[src/ddr2_odt_map.svh]
// offsets, field positions, reset values and constants of the termination vector select
`ifndef DDR2_ODT_MAP_SVH
`define DDR2_ODT_MAP_SVH
`define TVC_OFFSET        8'hB0
`define TVC_RESET         32'h0000_0000
`define TVC_BYTE_W        8
`define TVC_RD_LSB        0
`define TVC_WR_LSB        4
`define TERM_W            4
`define RANK_CNT          4
`define RANK_MAP_IDENTITY 16'h8421
`define TERM_OFF          4'h0
`endif

[src/ddr2_odt_pkg.sv]
// types shared by the termination vector select
package ddr2_odt_pkg;
   // one access as issued by the command logic
   typedef struct packed {
      logic       write;  // 1 = write access, 0 = read access
      logic [1:0] rank;   // logical chip-select 0,2,4,6 as index 0..3
   } access_t;
   // config register port request
   typedef struct packed {
      logic        wr;
      logic        rd;
      logic [7:0]  addr;
      logic [3:0]  be;
      logic [31:0] wdata;
   } cfg_req_t;
   typedef enum logic [1:0] {
      S_IDLE   = 2'b00,
      S_ACTIVE = 2'b01
   } state_t;
endpackage : ddr2_odt_pkg

[src/ddr2_odt_vector_select.sv]
// termination vector register and odd chip-select line driver
//
// Notes on behaviour
// register holds four per-rank read/write nibble bytes
// rank0 bits 3:0/7:4 up to rank6 31:28
// dual channel drives same vector on both
// nibble bits 3..0 drive lines 7,5,3,1
// set bits asserted, others held deasserted
// one-to-one mapping holds when map equals 8421h
// ddr2 mode turns odd selects into termination
// vector latched at access start, held throughout
`timescale 1ns/10ps
`include "ddr2_odt_map.svh"

module ddr2_odt_vector_select (
   // clock and reset
   input  wire logic                   sys_clk_i,
   input  wire logic                   rst_i,
   // config register port
   input  wire ddr2_odt_pkg::cfg_req_t cfg_i,
   output logic [31:0]                 cfg_rdata_o,
   // mode straps and rank mapping
   input  wire logic                   ddr2_mode_i,
   input  wire logic                   dual_channel_i,
   input  wire logic [15:0]            rank_map_i,
   output logic                        map_identity_o,
   // access control from the command logic
   input  wire logic                   acc_start_i,
   input  wire ddr2_odt_pkg::access_t  acc_i,
   input  wire logic                   acc_end_i,
   // odd chip-select levels used outside ddr2 mode
   input  wire logic [3:0]             cs_odd_i,
   // odd lines of both channels, bit 3 = line 7 .. bit 0 = line 1
   output logic [3:0]                  odd_line_a_o,
   output logic [3:0]                  odd_line_b_o,
   output logic                        access_active_o
);

   ////////////////////////////////////////////////////////////////////////////
   // register file

   logic [31:0]            ctrl;
   logic [31:0]            next_ctrl;
   logic [31:0]            next_rdata;
   logic                   hit;
   logic [`TERM_W-1:0]     rd_vec [`RANK_CNT];
   logic [`TERM_W-1:0]     wr_vec [`RANK_CNT];

   assign hit = (cfg_i.addr[7:2] == 6'(`TVC_OFFSET >> 2));

   // per byte write and nibble split, one byte per rank
   // each byte has its own driver, so partial writes leave the other ranks alone
   genvar g;
   generate
      for (g = 0; g < `RANK_CNT; g++) begin : g_rank
         assign next_ctrl[g*8 +: 8] = (cfg_i.wr && hit && cfg_i.be[g]) ?
                                      cfg_i.wdata[g*8 +: 8] : ctrl[g*8 +: 8];
         assign rd_vec[g] = ctrl[g*`TVC_BYTE_W+`TVC_RD_LSB +: `TERM_W];
         assign wr_vec[g] = ctrl[g*`TVC_BYTE_W+`TVC_WR_LSB +: `TERM_W];
      end
   endgenerate

   // unmapped reads answer zero so probing software sees a hole
   always_comb begin
      next_rdata = cfg_rdata_o;
      if (cfg_i.rd) begin
         next_rdata = hit ? ctrl : 32'h0000_0000;
      end
   end

   always_ff @(posedge sys_clk_i or posedge rst_i) begin
      if (rst_i) begin
         ctrl        <= `TVC_RESET;
         cfg_rdata_o <= 32'h0000_0000;
      end else begin
         ctrl        <= next_ctrl;
         cfg_rdata_o <= next_rdata;
      end
   end

   ////////////////////////////////////////////////////////////////////////////
   // access tracking and vector hold

   ddr2_odt_pkg::state_t state;
   ddr2_odt_pkg::state_t next_state;
   logic [`TERM_W-1:0]   held;
   logic [`TERM_W-1:0]   next_held;
   logic [`TERM_W-1:0]   sel;

   assign sel = acc_i.write ? wr_vec[acc_i.rank] : rd_vec[acc_i.rank];

   // latching at start keeps a mid-access register write from glitching odt
   always_comb begin
      next_state = state;
      next_held  = held;
      case (state)
         ddr2_odt_pkg::S_IDLE: begin
            if (acc_start_i) begin
               next_state = ddr2_odt_pkg::S_ACTIVE;
               next_held  = sel;
            end
         end
         ddr2_odt_pkg::S_ACTIVE: begin
            if (acc_end_i) begin
               next_state = ddr2_odt_pkg::S_IDLE;
               next_held  = `TERM_OFF;
            end
         end
         default: begin
            next_state = ddr2_odt_pkg::S_IDLE;
            next_held  = `TERM_OFF;
         end
      endcase
   end

   always_ff @(posedge sys_clk_i or posedge rst_i) begin
      if (rst_i) begin
         state <= ddr2_odt_pkg::S_IDLE;
         held  <= `TERM_OFF;
      end else begin
         state <= next_state;
         held  <= next_held;
      end
   end

   ////////////////////////////////////////////////////////////////////////////
   // odd line drivers

   logic [3:0] next_line_a;
   logic [3:0] next_line_b;
   logic       next_ident;
   logic       next_active;

   // in ddr2 mode channel b idles off when single channel; no rank there to terminate
   always_comb begin
      next_active = (state == ddr2_odt_pkg::S_ACTIVE);
      next_ident  = (rank_map_i == `RANK_MAP_IDENTITY);
      next_line_a = cs_odd_i;
      next_line_b = cs_odd_i;
      if (ddr2_mode_i) begin
         next_line_a = next_active ? held : `TERM_OFF;
         next_line_b = dual_channel_i ? next_line_a : `TERM_OFF;
      end
   end

   always_ff @(posedge sys_clk_i or posedge rst_i) begin
      if (rst_i) begin
         odd_line_a_o    <= 4'h0;
         odd_line_b_o    <= 4'h0;
         map_identity_o  <= 1'b0;
         access_active_o <= 1'b0;
      end else begin
         odd_line_a_o    <= next_line_a;
         odd_line_b_o    <= next_line_b;
         map_identity_o  <= next_ident;
         access_active_o <= next_active;
      end
   end
endmodule : ddr2_odt_vector_select

[config.mk]
export PLATFORM = sky130hd
export DESIGN_NAME = ddr2_odt_vector_select
export DESIGN_NICKNAME = d
export VERILOG_FILES = /design/src/ddr2_odt_pkg.sv /design/src/ddr2_odt_vector_select.sv
export VERILOG_INCLUDE_DIRS = /design/src
export SDC_FILE = /design/constraint.sdc
export NUM_CORES = 1
export LEC_CHECK = 0
export ABC_AREA = 1
export ABC_CLOCK_PERIOD_IN_PS = 2500
export BUFFER_PORTS_ARGS = -buffer_cell sky130_fd_sc_hd__buf_2
export CAP_MARGIN = 0
export CORE_MARGIN = 8
export CORE_UTILIZATION = 53
export CTS_BUF_LIST = sky130_fd_sc_hd__clkbuf_2
export DETAILED_ROUTE_END_ITERATION = 6
export GPL_TIMING_DRIVEN = 0
export MAX_ROUTING_LAYER = met4
export PLACE_DENSITY = 0.86
export SYNTH_ARGS = -nofsm -noshare
export SYNTH_HDL_FRONTEND = slang
export SYNTH_SLANG_ARGS = --single-unit
[constraint.sdc]
create_clock -name sys_clk_i -period 2.5 [get_ports sys_clk_i]
set_input_delay 0.25 -clock sys_clk_i [delete_from_list [all_inputs] [get_ports sys_clk_i]]
set_output_delay 0.25 -clock sys_clk_i [all_outputs]
set_load 0.03 [all_outputs]
# After elaboration in Yosys (flattened, before gate mapping)
# Index checks and enable logic that the tools add are counted.
[op_classes]
reduce_logical = 7
mux = 18
shifts = 0
mul = 0
n_div = 0
add_sub_neg = 0
n_eq_ne = 5
n_bitwise = 1
n_lt_le_gt_ge = 1
[op_table]
columns = ["operator", "n"]
rows = [
  ["$mux 4", 11],
  ["$mux 32", 1],
  ["$bmux 4 s2", 2],
  ["$eq 16x16->1 const B", 1],
  ["$pmux 4 s2", 1],
  ["$eq 6x6->1 const B", 1],
  ["$logic_and 1x1->1", 5],
  ["$mux 2", 2],
  ["$ne 2x2->1 const B", 2],
  ["$pmux 2 s2", 1],
  ["$ge 3x3->1 const B", 1],
  ["$not 2->3", 1],
  ["$eq 2x1->1 const B", 1],
  ["$logic_not 2->1", 1],
  ["$reduce_and 2->1", 1],
]
[totals]
output_inout_bits = 42
elab_cells = 43
latch_bits = 0
mem_bits_rw = 0
register_bits = 80
memories = 0
romBits = 0

# Longest topological paths before layout
[logic_depth]
depth_word = 7
ltp_mapped = 8
mapped_depth_nobuf = 7

# Worst setup path after synthesis
# Ideal clock, no wire load.
[synth_path]
path_kind = "input-to-reg"
from = "in acc_i[0] in the netlist's numbering"
to = "reg held[0]"
path_stages = 8
t_arrival_ns = 0.918
setup_slack_ns = 1.465
path_buffers = 2
setup_ns = 0.117
t_required_ns = 2.383
path_cell_list = "buf_2 > inv_2 > buf_4 > nand2_1 > nand3_1 > nand3_1 > nand3_1 > nand2_1"
[synth_via]
elab_chain_cells = 7
[synth_lines]
columns = ["element", "line_no", "rtl"]
rows = [
  ["start: declaration", "ddr2_odt_vector_select.sv:29", "input wire ddr2_odt_pkg::access_t acc_i,"],
  ["$not 2->3 (implied by the code) *", "ddr2_odt_vector_select.sv:90", "assign sel = acc_i.write ? wr_vec[acc_i.rank] : rd_vec[acc_i.rank];"],
  ["$bmux 4 s2", "ddr2_odt_vector_select.sv:90", ""],
  ["$mux 4 (implied by the code) (2 in series)", "ddr2_odt_vector_select.sv:90", ""],
  ["$mux 4 *", "ddr2_odt_vector_select.sv:90", ""],
  ["$mux 4 *", "ddr2_odt_vector_select.sv:98", "if (acc_start_i) begin"],
  ["$pmux 4 s2 *", "ddr2_odt_vector_select.sv:96", "case (state)"],
  ["end signal: assignment", "ddr2_odt_vector_select.sv:119", "held <= `TERM_OFF;"],
  ["end signal: assignment", "ddr2_odt_vector_select.sv:122", "held <= next_held;"],
  ["end: declaration", "ddr2_odt_vector_select.sv:86", "logic [`TERM_W-1:0] held;"],
]
# Every way passes the cells marked *; elsewhere a longest branch is shown, timed or not. The select of a mux whose other input is x is not followed.
# A chain may end at the register's enable or synchronous reset.

# Worst setup path in the final report
[layout_path]
from = "in rank_map_i[11]"
to = "reg map_identity_o"
[layout_via]
elab_chain_cells = 1
[layout_lines]
columns = ["element", "line_no", "rtl"]
rows = [
  ["start: declaration", "ddr2_odt_vector_select.sv:25", "input wire logic [15:0] rank_map_i,"],
  ["$eq 16x16->1 (no line)", "-", ""],
  ["via next_ident", "ddr2_odt_vector_select.sv:131", "logic next_ident;"],
  ["end signal: assignment", "ddr2_odt_vector_select.sv:155", "map_identity_o <= next_ident;"],
  ["end: declaration", "ddr2_odt_vector_select.sv:26", "output logic map_identity_o,"],
]
# The timed path passes the listed nets, and every way through them passes these cells.

==> key figures <==
Detailed routing
  – Top Layer Used: met4
  – DR vias/cell: 5.40
  – Met3 wire len: 941 um
  – Pre-antenna DRT Iters: 6
  – DRT met1 WL: 4740 um
  – Iteration-0 DRC count of the detailed router: 274
  – Via count: 3728
  – Final wirelength: 11400 um
  – Remaining DRCs: 0
  – Routed length per instance: 16.5 um
  – Post-route ant nets: 0
  – Met2 wire len: 5490 um

Final layout
  – Antenna Cells: 0
  – Layout Utilization: 0.727
  – Post-route cell area: 0.00491 mm2
  – Area grow syn2layout: 33.7%
  – Proportion of layout cells with a drive suffix above 1: 0.241
  – Net count, final: 681

Placement
  – Hpwl dp: 7740 um
  – GPL Wtd Cong: 0.882
  – Port Buf Inserts: 105
  – Area after DPL: 0.00433 mm2

Die
  – FP Rows: 30
  – Die H: 99.2 um
  – Starting Density: 0.544
  – IO Count: 117
  – Core Box Area: 0.00676 mm2
  – Die width: 99.2 um
  – Full die area: 0.00985 mm2

Logic synthesis
  – Post-synth EDFFs: 0
  – Synth Net Count: 517
  – Avg Cell Area, Syn: 8.31 um2
  – Top-area cell type share of the netlist area: 0.538
  – Post-synth top area cell: dfrtp_1
  – Yosys warns: 0
  – Synth cell types: 19
  – Asr flop ratio synth: 1.00
  – Most common cell in the synthesized netlist: nand2_1
  – Synth area leaders: dfrtp_1, nand2_1, inv_1
  – Main synth FF type: dfrtp_1
  – Commonest cells in the netlist: nand2_1, dfrtp_1, inv_1
  – Register area share after synthesis: 0.538
  – Mapped Cells: 442
  – Flops & latches, synth: 79
  – Cell area after synthesis: 0.00367 mm2

Clocking
  – # Post-CTS Setup Buffers: 0
  – Clock Tree Buf Depth: 2
  – Total CTS buffers: 9
  – Post-CTS Resized: 0
  – H-tree levels: 3
  – Clock root cell: clkbuf_2
  – CTS clock-pin slew for the worst setup and hold paths: 0.22 ns
  – TritonCTS clock tree: yes
  – CTS Sinks: 79
  – Worst-skew pair later-pin latency: 0.53 ns

Critical path
  – Crit path capture type: flop
  – Startpoint types: primary input
  – Data arrival, critical path: 2.48 ns
  – Worst-path fanout max: 1
  – CP required: 2.99 ns
  – Critical path class: in -> reg

STA
  – Min Tclk post-route: 1.99 ns
  – Final Cycle Share: 0.797
  – Pins Over Slew Limit: 0
  – RSZ-0062 raised after global routing: false
  – Clock skew: 0.0206 ns
  – Slew @ Worst Pin: 0.541 ns
  – Slew Limit Headroom: 0.639
  – Setup TNS: 0 ns
  – Setup violators final: 0
  – Final Hold Viols: 0
  – Max Fclk: 502 MHz

Power
  – PnR Total Power: 2.48 mW
  – PwrDens: 505 mW/mm2
  – Reported leakage power: 2.61 nW
  – Worst VDD drop: 0.300 mV

Outcome
  – Status: complete, no violations

Global route
  – Total gr overflow: 0
  – Number of global-route vias before repair: 3868
  – Largest net degree at the start of global routing: 59
  – Antenna violations before repair: 0
  – First-pass GRT wire length: 18600 um
  – GRT Total Usage: 0.244

Hold path
  – HP Class: in -> reg

Flow run
  – Max-Cap Viols: 0
## worst max-delay path, cell delays in order
cell and delay (ns):
dlygate4sd3_1 0.54, buf_2 0.13, nor4_1 0.25, nand2_1 0.10
dlygate4sd3_1 0.57, nor2_1 0.10, dlygate4sd3_1 0.55
## worst paths after layout
kind	start	end	slack [ns]	cells after the start
worst max register to register	state[0]	odd_line_b_o[1]	0.90	3
min in group asynchronous	rst_i	cfg_rdata_o[21]	0.18	3
worst max-delay path	rank_map_i[11]	map_identity_o	0.51	7
worst min-delay path	cfg_i[32]	ctrl[0]	0.03	3
max in group asynchronous	rst_i	ctrl[9]	1.74	4
worst min register to register	held[0]	held[0]	0.52	2
## stage by stage
step | worst slack, ns | std cells | hold slack (ns)
2_1_floorplan | 0.227 | 442 | 0.357
3_3_place_gp | -0.536 | 627 | 0.438
3_5_place_dp | 1.16 | 628 | 0.223
4_1_cts | 0.123 | 692 | 0.00151
5_1_grt | 0.410 | 691 | 0.00499
6_report | 0.508 | 691 | 0.0337
## final cells by class
cell class | count | area, um2
Clock buffer | 10 | 50.0
Inverter | 78 | 295
Sequential cell | 79 | 1980
Multi-Input combinational cell | 258 | 1250
Clock inverter | 6 | 61.3
Timing Repair Buffer | 153 | 1020
Tap cell | 80 | 100
Buffer | 27 | 154
Fill cell | 520 | 1850
## logic make-up (layout without fill, tap and decap cells)
| group | count (synthesis) | after routing | synth area share |
|---|---|---|---|
| AOI/OAI and AO/OA | 42 | 42 | 0.0627 |
| buffers and inverters | 105 | 274 | 0.122 |
| DFF | 79 | 79 | 0.538 |
| and+or+nand+nor | 216 | 216 | 0.277 |
## cell usage in the layout (no fill, tap or decap)
master,n
nand3_1,57
nand3_4,3
nand2_1,117
clkinvlp_4,3
buf_1,2
o32ai_1,4
o22ai_1,4
o21ai_0,33
bufinv_16,1
clkbuf_2,10
clkinv_1,1
nor2_1,1
nor4_1,4
inv_2,1
clkinv_2,1
nand4_1,33
dlygate4sd3_1,47
dfrtp_1,79
buf_6,4
inv_4,1
buf_2,120
inv_1,76
buf_16,1
a21oi_1,1
buf_4,1
nor2_2,1
clkbuf_1,5
## flip-flops by register name (all words and copies together) (netlist names)
register         cells
access_active_o      1
cfg_rdata_o         32
ctrl                32
held                 4
map_identity_o       1
odd_line_a_o         4
odd_line_b_o         4
state                1
## report_power, final
part / leakage, nW / switching (mW) / internal, mW / total [mW]
registers: 1.08 / 0.0546 / 1.35 / 1.40
clock network: 0.0616 / 0.452 / 0.228 / 0.680
logic: 1.48 / 0.231 / 0.165 / 0.396
total: 2.61 / 0.738 / 1.74 / 2.48
## routing by layer
| layer | vias to the layer above | track usage |
|---|---|---|
| li1 | 1754 | - |
| met1 | 1753 | 0.290 |
| met5 | - | - |
| met4 | 0 | 0.0978 |
| met2 | 199 | 0.393 |
| met3 | 22 | 0.0587 |
## timing repair
item                                   in CTS  in global routing
hold buffers                               48                  0
endpoints found under the hold margin     121                  0
setup endpoints to repair                   0                  1
Note: power is estimated with default switching activity, not from simulation.
